==> config.mk <==
export PLATFORM = sky130hd
export DESIGN_NAME = pvr_top
export DESIGN_NICKNAME = d
export VERILOG_FILES = /design/src/hw/pvr_ramp_timer.v /design/src/hw/pvr_top.v
export VERILOG_INCLUDE_DIRS = /design/src /design/src/shared
export SDC_FILE = /design/constraint.sdc
export NUM_CORES = 1
export LEC_CHECK = 0
export BUFFER_PORTS_ARGS = -buffer_cell sky130_fd_sc_hd__buf_2
export CORE_ASPECT_RATIO = 1.2
export CORE_UTILIZATION = 44
export CTS_BUF_LIST = sky130_fd_sc_hd__clkbuf_8
export DETAILED_ROUTE_END_ITERATION = 8
export HOLD_SLACK_MARGIN = 0.1
export PLACE_DENSITY_LB_ADDON = 0.2
export SLEW_MARGIN = 10
export SYNTH_ARGS = -nofsm -noshare
export SYNTH_HDL_FRONTEND = slang
export SYNTH_HIERARCHICAL = 1
export SYNTH_SLANG_ARGS = --single-unit
==> constraint.sdc <==
create_clock -name aclk -period 2.5 [get_ports aclk]
set_input_delay 0.125 -clock aclk [delete_from_list [all_inputs] [get_ports aclk]]
set_output_delay 0.125 -clock aclk [all_outputs]
set_load 0.03 [all_outputs]
==> src/shared/pvr_defines.vh <==
// Constants for the amplifier output-stage configuration block
`ifndef PVR_DEFINES_VH
`define PVR_DEFINES_VH

// ****************************************************************
// Register indices (byte address is four times the index)
// ****************************************************************
`define PVR_IDX_SYS_CTRL2     6'h05
`define PVR_IDX_MASTER_VOL    6'h07
`define PVR_IDX_CH1_VOL       6'h08
`define PVR_IDX_CH2_VOL       6'h09
`define PVR_IDX_CH3_VOL       6'h0A
`define PVR_IDX_RAMP_CFG      6'h0E
`define PVR_IDX_DUTY_CEIL     6'h10
`define PVR_IDX_DELAY_CH1     6'h11
`define PVR_IDX_DELAY_CH2     6'h12
`define PVR_IDX_DELAY_CH1_INV 6'h13
`define PVR_IDX_DELAY_CH2_INV 6'h14
`define PVR_IDX_STOP_GROUP    6'h19

// ****************************************************************
// Reset values
// ****************************************************************
`define PVR_RST_SYS_CTRL2     8'h40
`define PVR_RST_MASTER_VOL    8'hFF
`define PVR_RST_CH_VOL        8'h30
`define PVR_RST_RAMP_CFG      8'h01
`define PVR_RST_DUTY_CEIL     8'h02
`define PVR_RST_DELAY_A       8'hAC
`define PVR_RST_DELAY_B       8'h54
`define PVR_RST_STOP_GROUP    8'h30
`define PVR_MUTE_CODE         8'hFF

// ****************************************************************
// Field positions
// ****************************************************************
`define PVR_SC2_SHUTDOWN      6
`define PVR_SC2_GROUP_OFF     5
`define PVR_RC_SUB_SEL        6
`define PVR_RC_CH3_SEL        5
`define PVR_RC_SLEW_RSVD      2
`define PVR_RAMP_CFG_MASK     8'h67
`define PVR_DUTY_MASK         8'h07
`define PVR_DELAY_MASK        8'hFC

// ****************************************************************
// Ramp lengths and timing
// ****************************************************************
`define PVR_STEPS_512         12'd512
`define PVR_STEPS_1024        12'd1024
`define PVR_STEPS_2048        12'd2048
`define PVR_STEPS_256         12'd256
`define PVR_CLK_NS            4
`define PVR_STEP_8K_US10      1250
`define PVR_STEP_11K_US10     907
`define PVR_STEP_12K_US10     833
`define PVR_FAM_8K            2'b00
`define PVR_FAM_11K           2'b01

// ****************************************************************
// AXI responses
// ****************************************************************
`define PVR_RESP_OKAY         2'b00
`define PVR_RESP_SLVERR       2'b10

`endif

==> src/hw/pvr_ramp_timer.v <==
// Volume ramp pacing: step enable divider and step counter
`default_nettype none
module pvr_ramp_timer #(
  parameter STEP_W = 16,
  parameter CNT_W  = 12
) (
  input  wire              aclk,
  input  wire              aresetn,
  input  wire [STEP_W-1:0] step_cycles,
  input  wire [CNT_W-1:0]  step_total,
  input  wire              start,
  output wire              step_pulse,
  output wire              busy,
  output wire [CNT_W-1:0]  steps_left
);
  reg [STEP_W-1:0] div_ff;
  reg [CNT_W-1:0]  left_ff;
  reg              pulse_ff;
  wire             div_done;

  assign div_done   = (div_ff == {STEP_W{1'b0}});
  assign step_pulse = pulse_ff;
  assign busy       = (left_ff != {CNT_W{1'b0}});
  assign steps_left = left_ff;

  // ****************************************************************
  // A new target restarts the whole ramp rather than finishing the old one
  // ****************************************************************
  always @(posedge aclk) begin
    if (!aresetn) begin
      div_ff   <= {STEP_W{1'b0}};
      left_ff  <= {CNT_W{1'b0}};
      pulse_ff <= 1'b0;
    end else if (start) begin
      div_ff   <= step_cycles - {{(STEP_W-1){1'b0}}, 1'b1};
      left_ff  <= step_total;
      pulse_ff <= 1'b0;
    end else if (busy && div_done) begin
      div_ff   <= step_cycles - {{(STEP_W-1){1'b0}}, 1'b1};
      left_ff  <= left_ff - {{(CNT_W-1){1'b0}}, 1'b1};
      pulse_ff <= 1'b1;
    end else begin
      div_ff   <= busy ? div_ff - {{(STEP_W-1){1'b0}}, 1'b1} : div_ff;
      pulse_ff <= 1'b0;
    end
  end
endmodule // pvr_ramp_timer
`default_nettype wire

==> src/hw/pvr_top.v <==
// Output-stage configuration: volume ramp, sources, duty ceiling, delays, stop group
//
// The AXI4-Lite slave port is this design's own decision.
`include "pvr_defines.vh"
`default_nettype none
module pvr_top #(
  parameter ADDR_W        = 8,
  parameter DUTY_W        = 10,
  parameter STEP_W        = 16,
  parameter STEP_CYC_8K   = (`PVR_STEP_8K_US10 * 100) / `PVR_CLK_NS,
  parameter STEP_CYC_11K  = (`PVR_STEP_11K_US10 * 100) / `PVR_CLK_NS,
  parameter STEP_CYC_12K  = (`PVR_STEP_12K_US10 * 100) / `PVR_CLK_NS
) (
  input  wire              aclk,
  input  wire              aresetn,
  input  wire [ADDR_W-1:0] s_axi_awaddr,
  input  wire [2:0]        s_axi_awprot,
  input  wire              s_axi_awvalid,
  output wire              s_axi_awready,
  input  wire [31:0]       s_axi_wdata,
  input  wire [3:0]        s_axi_wstrb,
  input  wire              s_axi_wvalid,
  output wire              s_axi_wready,
  output reg  [1:0]        s_axi_bresp,
  output reg               s_axi_bvalid,
  input  wire              s_axi_bready,
  input  wire [ADDR_W-1:0] s_axi_araddr,
  input  wire [2:0]        s_axi_arprot,
  input  wire              s_axi_arvalid,
  output wire              s_axi_arready,
  output reg  [31:0]       s_axi_rdata,
  output reg  [1:0]        s_axi_rresp,
  output reg               s_axi_rvalid,
  input  wire              s_axi_rready,
  input  wire [1:0]        fs_family,
  input  wire [DUTY_W-1:0] duty_req,
  output reg  [DUTY_W-1:0] duty_out,
  output reg  [7:0]        gain_ch1,
  output reg  [7:0]        gain_ch2,
  output reg  [7:0]        gain_ch3,
  output reg  [7:0]        gain_sub,
  output reg  [7:0]        gain_master,
  output wire              ramp_step,
  output wire              ramp_busy,
  output reg  [11:0]       ramp_steps,
  output reg  [7:0]        channel_edge_delay_ch1,
  output reg  [7:0]        channel_edge_delay_ch2,
  output reg  [7:0]        channel_edge_delay_ch1_inv,
  output reg  [7:0]        channel_edge_delay_ch2_inv,
  output reg  [3:0]        channel_run,
  output reg               hard_mute
);
  // ****************************************************************
  // Register storage
  // ****************************************************************
  reg  [7:0]        sys_ctrl2_ff;
  reg  [7:0]        master_vol_ff;
  reg  [7:0]        ch1_vol_ff;
  reg  [7:0]        ch2_vol_ff;
  reg  [7:0]        ch3_vol_ff;
  reg  [7:0]        volume_ramp_config_ff;
  reg  [7:0]        duty_ceiling_ff;
  reg  [7:0]        delay_ff [0:3];
  reg  [7:0]        stop_group_mask_ff;

  // ****************************************************************
  // Bus slave state
  // ****************************************************************
  reg               aw_held_ff;
  reg               w_held_ff;
  reg  [ADDR_W-1:0] awaddr_ff;
  reg  [31:0]       wdata_ff;
  reg  [3:0]        wstrb_ff;
  wire              do_write;
  wire [5:0]        wr_idx;
  wire [5:0]        rd_idx;
  wire              wr_hit;
  reg               rd_hit;
  reg  [7:0]        rd_val;
  wire [7:0]        wbyte;
  wire              wr_lane;

  // ****************************************************************
  // Pin synchroniser and ramp control
  // ****************************************************************
  reg  [1:0]        fam_meta_ff;
  reg  [1:0]        fam_ff;
  reg  [STEP_W-1:0] step_cyc;
  reg  [11:0]       nxt_ramp_steps;
  reg  [39:0]       target_ff;
  wire [39:0]       target_now;
  wire              ramp_start;
  reg  [DUTY_W-1:0] ceiling;
  integer           i;

  // ****************************************************************
  // Write channel: address and data taken in either order
  // ****************************************************************
  assign s_axi_awready = !aw_held_ff;
  assign s_axi_wready  = !w_held_ff;
  assign do_write      = aw_held_ff && w_held_ff && !s_axi_bvalid;
  assign wr_idx        = awaddr_ff[7:2];
  assign wbyte         = wdata_ff[7:0];
  assign wr_lane       = wstrb_ff[0];

  assign wr_hit = (wr_idx == `PVR_IDX_SYS_CTRL2) || (wr_idx == `PVR_IDX_MASTER_VOL) ||
                  (wr_idx == `PVR_IDX_CH1_VOL) || (wr_idx == `PVR_IDX_CH2_VOL) ||
                  (wr_idx == `PVR_IDX_CH3_VOL) || (wr_idx == `PVR_IDX_RAMP_CFG) ||
                  (wr_idx == `PVR_IDX_DUTY_CEIL) || (wr_idx == `PVR_IDX_STOP_GROUP) ||
                  ((wr_idx >= `PVR_IDX_DELAY_CH1) && (wr_idx <= `PVR_IDX_DELAY_CH2_INV));

  always @(posedge aclk) begin
    if (!aresetn) begin
      aw_held_ff   <= 1'b0;
      w_held_ff    <= 1'b0;
      awaddr_ff    <= {ADDR_W{1'b0}};
      wdata_ff     <= 32'h0000_0000;
      wstrb_ff     <= 4'h0;
      s_axi_bvalid <= 1'b0;
      s_axi_bresp  <= `PVR_RESP_OKAY;
    end else begin
      if (s_axi_awvalid && !aw_held_ff) begin
        aw_held_ff <= 1'b1;
        awaddr_ff  <= s_axi_awaddr;
      end
      if (s_axi_wvalid && !w_held_ff) begin
        w_held_ff <= 1'b1;
        wdata_ff  <= s_axi_wdata;
        wstrb_ff  <= s_axi_wstrb;
      end
      if (do_write) begin
        aw_held_ff   <= 1'b0;
        w_held_ff    <= 1'b0;
        s_axi_bvalid <= 1'b1;
        s_axi_bresp  <= wr_hit ? `PVR_RESP_OKAY : `PVR_RESP_SLVERR;
      end else if (s_axi_bvalid && s_axi_bready) begin
        s_axi_bvalid <= 1'b0;
      end
    end
  end

  // ****************************************************************
  // Register writes; only byte lane 0 carries data
  // ****************************************************************
  always @(posedge aclk) begin
    if (!aresetn) begin
      sys_ctrl2_ff          <= `PVR_RST_SYS_CTRL2;
      master_vol_ff         <= `PVR_RST_MASTER_VOL;
      ch1_vol_ff            <= `PVR_RST_CH_VOL;
      ch2_vol_ff            <= `PVR_RST_CH_VOL;
      ch3_vol_ff            <= `PVR_RST_CH_VOL;
      volume_ramp_config_ff <= `PVR_RST_RAMP_CFG;
      duty_ceiling_ff       <= `PVR_RST_DUTY_CEIL;
      delay_ff[0]           <= `PVR_RST_DELAY_A;
      delay_ff[1]           <= `PVR_RST_DELAY_B;
      delay_ff[2]           <= `PVR_RST_DELAY_A;
      delay_ff[3]           <= `PVR_RST_DELAY_B;
      stop_group_mask_ff    <= `PVR_RST_STOP_GROUP;
    end else if (do_write && wr_lane) begin
      case (wr_idx)
        `PVR_IDX_SYS_CTRL2:  sys_ctrl2_ff  <= wbyte;
        `PVR_IDX_MASTER_VOL: master_vol_ff <= wbyte;
        `PVR_IDX_CH1_VOL:    ch1_vol_ff    <= wbyte;
        `PVR_IDX_CH2_VOL:    ch2_vol_ff    <= wbyte;
        `PVR_IDX_CH3_VOL:    ch3_vol_ff    <= wbyte;
        `PVR_IDX_RAMP_CFG: begin
          // Source selects are frozen unless the master is at the mute code
          if (master_vol_ff == `PVR_MUTE_CODE) begin
            volume_ramp_config_ff[`PVR_RC_SUB_SEL] <= wbyte[`PVR_RC_SUB_SEL];
            volume_ramp_config_ff[`PVR_RC_CH3_SEL] <= wbyte[`PVR_RC_CH3_SEL];
          end
          // A reserved slew code is dropped so the ramp length stays defined
          if (!wbyte[`PVR_RC_SLEW_RSVD]) begin
            volume_ramp_config_ff[2:0] <= wbyte[2:0];
          end
        end
        `PVR_IDX_DUTY_CEIL:  duty_ceiling_ff <= wbyte & `PVR_DUTY_MASK;
        `PVR_IDX_STOP_GROUP: stop_group_mask_ff <= wbyte;
        default: begin
          for (i = 0; i < 4; i = i + 1) begin
            if (wr_idx == `PVR_IDX_DELAY_CH1 + i) begin
              delay_ff[i] <= wbyte & `PVR_DELAY_MASK;
            end
          end
        end
      endcase
    end
  end

  // ****************************************************************
  // Read channel: answer one cycle after the address is taken
  // ****************************************************************
  assign s_axi_arready = !s_axi_rvalid;
  assign rd_idx        = s_axi_araddr[7:2];

  always @* begin
    rd_hit = 1'b1;
    rd_val = 8'h00;
    case (rd_idx)
      `PVR_IDX_SYS_CTRL2:     rd_val = sys_ctrl2_ff;
      `PVR_IDX_MASTER_VOL:    rd_val = master_vol_ff;
      `PVR_IDX_CH1_VOL:       rd_val = ch1_vol_ff;
      `PVR_IDX_CH2_VOL:       rd_val = ch2_vol_ff;
      `PVR_IDX_CH3_VOL:       rd_val = ch3_vol_ff;
      `PVR_IDX_RAMP_CFG:      rd_val = volume_ramp_config_ff & `PVR_RAMP_CFG_MASK;
      `PVR_IDX_DUTY_CEIL:     rd_val = duty_ceiling_ff;
      `PVR_IDX_DELAY_CH1:     rd_val = delay_ff[0];
      `PVR_IDX_DELAY_CH2:     rd_val = delay_ff[1];
      `PVR_IDX_DELAY_CH1_INV: rd_val = delay_ff[2];
      `PVR_IDX_DELAY_CH2_INV: rd_val = delay_ff[3];
      `PVR_IDX_STOP_GROUP:    rd_val = stop_group_mask_ff;
      default:                rd_hit = 1'b0;
    endcase
  end

  always @(posedge aclk) begin
    if (!aresetn) begin
      s_axi_rvalid <= 1'b0;
      s_axi_rdata  <= 32'h0000_0000;
      s_axi_rresp  <= `PVR_RESP_OKAY;
    end else if (s_axi_arvalid && !s_axi_rvalid) begin
      s_axi_rvalid <= 1'b1;
      s_axi_rdata  <= {24'h00_0000, rd_val};
      s_axi_rresp  <= rd_hit ? `PVR_RESP_OKAY : `PVR_RESP_SLVERR;
    end else if (s_axi_rvalid && s_axi_rready) begin
      s_axi_rvalid <= 1'b0;
    end
  end

  // ****************************************************************
  // Sample-rate family from the pins, then step pace and count
  // ****************************************************************
  always @(posedge aclk) begin
    if (!aresetn) begin
      fam_meta_ff <= 2'b00;
      fam_ff      <= 2'b00;
    end else begin
      fam_meta_ff <= fs_family;
      fam_ff      <= fam_meta_ff;
    end
  end

  always @* begin
    // Family code 11 is unused and paced like the 48 kHz family
    if (fam_ff == `PVR_FAM_8K) begin
      step_cyc = STEP_CYC_8K[STEP_W-1:0];
    end else if (fam_ff == `PVR_FAM_11K) begin
      step_cyc = STEP_CYC_11K[STEP_W-1:0];
    end else begin
      step_cyc = STEP_CYC_12K[STEP_W-1:0];
    end
    case (volume_ramp_config_ff[1:0])
      2'b00:   nxt_ramp_steps = `PVR_STEPS_512;
      2'b01:   nxt_ramp_steps = `PVR_STEPS_1024;
      2'b10:   nxt_ramp_steps = `PVR_STEPS_2048;
      default: nxt_ramp_steps = `PVR_STEPS_256;
    endcase
  end

  // ****************************************************************
  // Gain sources; a change of any target, mute included, restarts the ramp
  // ****************************************************************
  assign target_now = {master_vol_ff, ch1_vol_ff, ch2_vol_ff,
                       volume_ramp_config_ff[`PVR_RC_CH3_SEL] ? ch3_vol_ff : ch2_vol_ff,
                       volume_ramp_config_ff[`PVR_RC_SUB_SEL] ? ch3_vol_ff : ch1_vol_ff};
  assign ramp_start = (target_now != target_ff);

  always @(posedge aclk) begin
    if (!aresetn) begin
      target_ff   <= {`PVR_RST_MASTER_VOL, `PVR_RST_CH_VOL, `PVR_RST_CH_VOL,
                      `PVR_RST_CH_VOL, `PVR_RST_CH_VOL};
      gain_master <= `PVR_RST_MASTER_VOL;
      gain_ch1    <= `PVR_RST_CH_VOL;
      gain_ch2    <= `PVR_RST_CH_VOL;
      gain_ch3    <= `PVR_RST_CH_VOL;
      gain_sub    <= `PVR_RST_CH_VOL;
      ramp_steps  <= `PVR_STEPS_1024;
    end else begin
      target_ff   <= target_now;
      gain_master <= master_vol_ff;
      gain_ch1    <= ch1_vol_ff;
      gain_ch2    <= ch2_vol_ff;
      gain_ch3    <= target_now[15:8];
      gain_sub    <= target_now[7:0];
      ramp_steps  <= nxt_ramp_steps;
    end
  end

  pvr_ramp_timer #(
    .STEP_W (STEP_W),
    .CNT_W  (12)
  ) u_ramp (
    .aclk        (aclk),
    .aresetn     (aresetn),
    .step_cycles (step_cyc),
    .step_total  (nxt_ramp_steps),
    .start       (ramp_start),
    .step_pulse  (ramp_step),
    .busy        (ramp_busy),
    .steps_left  ()
  );

  // ****************************************************************
  // Duty ceiling: full scale minus (code+1)/128 of full scale
  // ****************************************************************
  always @* begin
    ceiling = {DUTY_W{1'b1}} -
              ({{(DUTY_W-4){1'b0}}, 1'b0, duty_ceiling_ff[2:0]} << (DUTY_W-7)) -
              ({{(DUTY_W-1){1'b0}}, 1'b1} << (DUTY_W-7));
  end

  // ****************************************************************
  // Outputs to the modulator
  // ****************************************************************
  always @(posedge aclk) begin
    if (!aresetn) begin
      duty_out                   <= {DUTY_W{1'b0}};
      channel_edge_delay_ch1     <= `PVR_RST_DELAY_A;
      channel_edge_delay_ch2     <= `PVR_RST_DELAY_B;
      channel_edge_delay_ch1_inv <= `PVR_RST_DELAY_A;
      channel_edge_delay_ch2_inv <= `PVR_RST_DELAY_B;
      channel_run                <= 4'h0;
      hard_mute                  <= 1'b1;
    end else begin
      duty_out                   <= (duty_req > ceiling) ? ceiling : duty_req;
      // Low bits are held at zero, so the signed byte is already value times four
      channel_edge_delay_ch1     <= delay_ff[0];
      channel_edge_delay_ch2     <= delay_ff[1];
      channel_edge_delay_ch1_inv <= delay_ff[2];
      channel_edge_delay_ch2_inv <= delay_ff[3];
      hard_mute                  <= sys_ctrl2_ff[`PVR_SC2_SHUTDOWN];
      for (i = 0; i < 4; i = i + 1) begin
        channel_run[i] <= !sys_ctrl2_ff[`PVR_SC2_SHUTDOWN] &&
                          !(stop_group_mask_ff[i] && !sys_ctrl2_ff[`PVR_SC2_GROUP_OFF]);
      end
    end
  end
endmodule // pvr_top
`default_nettype wire

==> impl_metrics.env <==
export IMPL_cts_reportedPaths_clkPinSlew_ps=70
export IMPL_clock_sinks=224
export IMPL_cts_root_buffer_cell="clkbuf_8"
export IMPL_placed_area_um2=11560
export IMPL_drv_slew=0
export IMPL_dpl_hpwl_um=21020
export IMPL_firstDrtPassIters=5
export IMPL_setup_tns_ps=-116.8
export IMPL_core_um2=22670
export IMPL_clk_latency_ps=540
export IMPL_overflow=0
export IMPL_drt_iter0_markers=537
export IMPL_vias_per_cell=5.282
export IMPL_cpPeakStageDelay_ps=350
export IMPL_reg2reg_depth=12
export IMPL_antenna_found_initial=0
export IMPL_drtAntennaViolNets=0
export IMPL_clock_path_buffers=3
export IMPL_r2r_start="volume_ramp_config_ff[6]$_SDFFE_PN0P_"
export IMPL_worstSetupStartpoint="volume_ramp_config_ff[6]$_SDFFE_PN0P_"
export IMPL_cts_tree="built"
export IMPL_drc=0
export IMPL_start_util_pct=45.42
export IMPL_dieArea_um2=24020
export IMPL_required_ps=2890
export IMPL_die_y_um=169.6
export IMPL_yosysWarnings=6
export IMPL_leakagePower_nw=5.324
export IMPL_drive_gt1_share_pct=23.94
export IMPL_start_kind="flip-flop"
export IMPL_worst_path_max_fanout=13
export IMPL_synth_edf_count=24
export IMPL_gp_congestion=0.9049
export IMPL_status="finished, violations left"
export IMPL_pwr_density_cell_nw_per_um2=934.1
export IMPL_synthFlopType="dfxtp_1"
export IMPL_wire_per_inst_um=17.88
export IMPL_worst_slack_ps=-50.50
export IMPL_grt_setup_unrepaired="yes"
export IMPL_r2r_slack_ps=-50
export IMPL_fin_worst_skew_ps=32.72
export IMPL_hold_class="in2reg"
export IMPL_netlist_area_um2=10300
export IMPL_num_rows=60
export IMPL_port_buffer_count=139
export IMPL_drv_cap=0
export IMPL_cp_arrival_ps=2940
export IMPL_routed_wl_um=29890
export IMPL_avgSynthCellArea_um2=9.362
export IMPL_h_tree_depth=2
export IMPL_relSlewSlack_pct=50.93
export IMPL_groute_usage_overall_pct=24.74
export IMPL_finalInstanceArea_um2=13000
export IMPL_crit_end="u_ramp/div_ff[14]$_SDFFE_PN0P_"
export IMPL_timing_fmax_mhz=392.1
export IMPL_vias=8831
export IMPL_hold_viol_final=0
export IMPL_yosys_register_bits=224
export IMPL_critPathKind="reg2reg"
export IMPL_violations="negative setup slack"
export IMPL_fin_crit_ps=2551
export IMPL_ys_types=79
export IMPL_finalSetupViolCount=8
export IMPL_crit_path_end_kind="flip-flop"
export IMPL_yosysSeqAreaShare_pct=45.88
export IMPL_crit_chain="buf_12, mux2i_1, xor2_1, nand4_1, nor4_4, buf_4, nand4_1, buf_6, clkinvlp_4, buf_4, clkbuf_16, a221oi_1"
export IMPL_async_flop_share_pct=0
export IMPL_irDropWorstVdd_mv=0.8508
export IMPL_reg2reg_to="u_ramp/div_ff[14]$_SDFFE_PN0P_"
export IMPL_nNetsFinal=1425
export IMPL_finalCritPeriodShare_pct=102.0
export IMPL_crit_path_top_delay_cell="dfxtp_2"
export IMPL_grt_pass1_vias=8557
export IMPL_tightest_slew_ps=735.0
export IMPL_syn_inst=1100
export IMPL_grt_pass1_wl_um=45870
export IMPL_ios=219
export IMPL_cts_buffers=38
export IMPL_area_growth_pct=26.19
export IMPL_diodes=0
export IMPL_die_w_um=141.7
export IMPL_grt_max_degree=114
[worst max-delay path: cells and delay by family, from the launching register on]
| family | cells | cell delay (ps) |
|---|---|---|
| buffers and inverters | 6 | 880 |
| AND/OR/NAND/NOR | 3 | 610 |
| flip-flops | 1 | 350 |
| multiplexers | 1 | 280 |
| XOR/XNOR | 1 | 170 |
| AO/OA/AOI/OAI | 1 | 100 |
[report_power, final]
| group | internal [mW] | switching (mW) |
|---|---|---|
| sequential | 3.87 | 0.270 |
| combinational | 1.78 | 2.68 |
| clock | 2.07 | 1.46 |
| total | 7.73 | 4.41 |
[stage by stage]
stage          cells  setup WS (ps)  power [mW]  hold slack [ps]  utilization [%]
2_1_floorplan   1167          5.276       6.723            240.8                -
3_3_place_gp    1569         -243.2       8.150            333.9            50.97
3_5_place_dp    1569         -327.3       8.176            336.9            50.97
4_1_cts         1669          8.804       11.88            176.0            56.60
5_1_grt         1672         -162.6       12.81            222.3            57.32
6_report        1672         -50.50       12.14            204.3            57.32
[flip-flops by register name, indices dropped and copies added (netlist names), 7 cells and up]
register and flops:
delay_ff 24, u_ramp/div_ff 16, u_ramp/steps_left 12, duty_out 10, ch1_vol_ff 8, ch2_vol_ff 8
ch3_vol_ff 8, gain_master 8, master_vol_ff 8, s_axi_rdata 8, stop_group_mask_ff 8, sys_ctrl2_ff 8
wdata_ff 8, gain_ch1 7, gain_ch2 7, gain_ch3 7, gain_sub 7
[synthesized netlist by cell type (all sizes together) (22+ instances only)]
master | n | share of area (%)
dfxtp | 200 | 39
nand2 | 80 | 2.9
nor2 | 74 | 2.7
buf | 61 | 4.1
mux2i | 59 | 5.7
o21ai | 56 | 2.7
a21oi | 53 | 2.6
clkbuf | 49 | 1.8
nand3 | 49 | 2.4
and2 | 40 | 2.4
nand2b | 38 | 2.3
xor2 | 38 | 3.2
xnor2 | 34 | 2.9
edfxtp | 24 | 7.0
nand4 | 22 | 1.5
[worst min path at each step]
stage | end | slack [ps] | start | cells past startpoint
after floorplan | w_held_ff$_SDFFE_PP0P_ | 240 | s_axi_wvalid | 2
after global placement | fam_meta_ff[1]$_SDFF_PN0_ | 330 | fs_family[1] | 2
after detailed placement | fam_meta_ff[1]$_SDFF_PN0_ | 340 | fs_family[1] | 2
after CTS | s_axi_rresp[1]$_SDFFE_PN0P_ | 180 | s_axi_araddr[6] | 3
after global routing | s_axi_rresp[1]$_SDFFE_PN0P_ | 220 | s_axi_araddr[6] | 3
final | s_axi_rresp[1]$_SDFFE_PN0P_ | 200 | s_axi_araddr[6] | 3
[layout by cell type (no fill, tap or decap), types with 41 or more instances in the layout]
master,instances
nand3_1,48
clkbuf_8,53
nor2_1,71
buf_2,138
nand2_1,79
buf_4,57
a21oi_1,50
mux2i_1,55
dfxtp_1,198
o21ai_0,41
conb_1,69
[what timing repair did]
action,in CTS,in global routing
cloned,0,1
pin swaps,3,13
hold buffers,35,0
buffers inserted,2,2
gates resized for setup,16,26
setup endpoints to repair,29,30
hold endpoints to repair,41,0
[routing by layer]
metal	global-route usage (%)	share of wire, %	vias up
li1	-	-	4242
met1	30.17	41	4194
met2	43.22	50	319
met3	4.035	5.6	76
met4	9.911	3.2	0
met5	0	0	-
[final cells by class]
cell class,count,area (um2)
Timing Repair Buffer,242,1662
Inverter,21,82.58
Sequential cell,224,4730
Clock inverter,10,96.34
Clock buffer,53,729.5
Multi-Input combinational cell,812,5309
Tap cell,310,387.9
Fill cell,2095,9676
[cells by family (layout without fill, tap and decap cells)]
logic type	after synthesis	after routing	synth area share, %
other	2	69	0.07292
adders and majority gates	9	9	1.093
muxes	61	61	5.953
AOI/OAI and AO/OA	172	172	10.59
buffers and inverters	131	326	6.621
and+or+nand+nor	429	429	23.67
xor gates and xnor gates	72	72	6.123
DFF	224	224	45.88
Note: power is estimated with default switching activity, not from simulation.
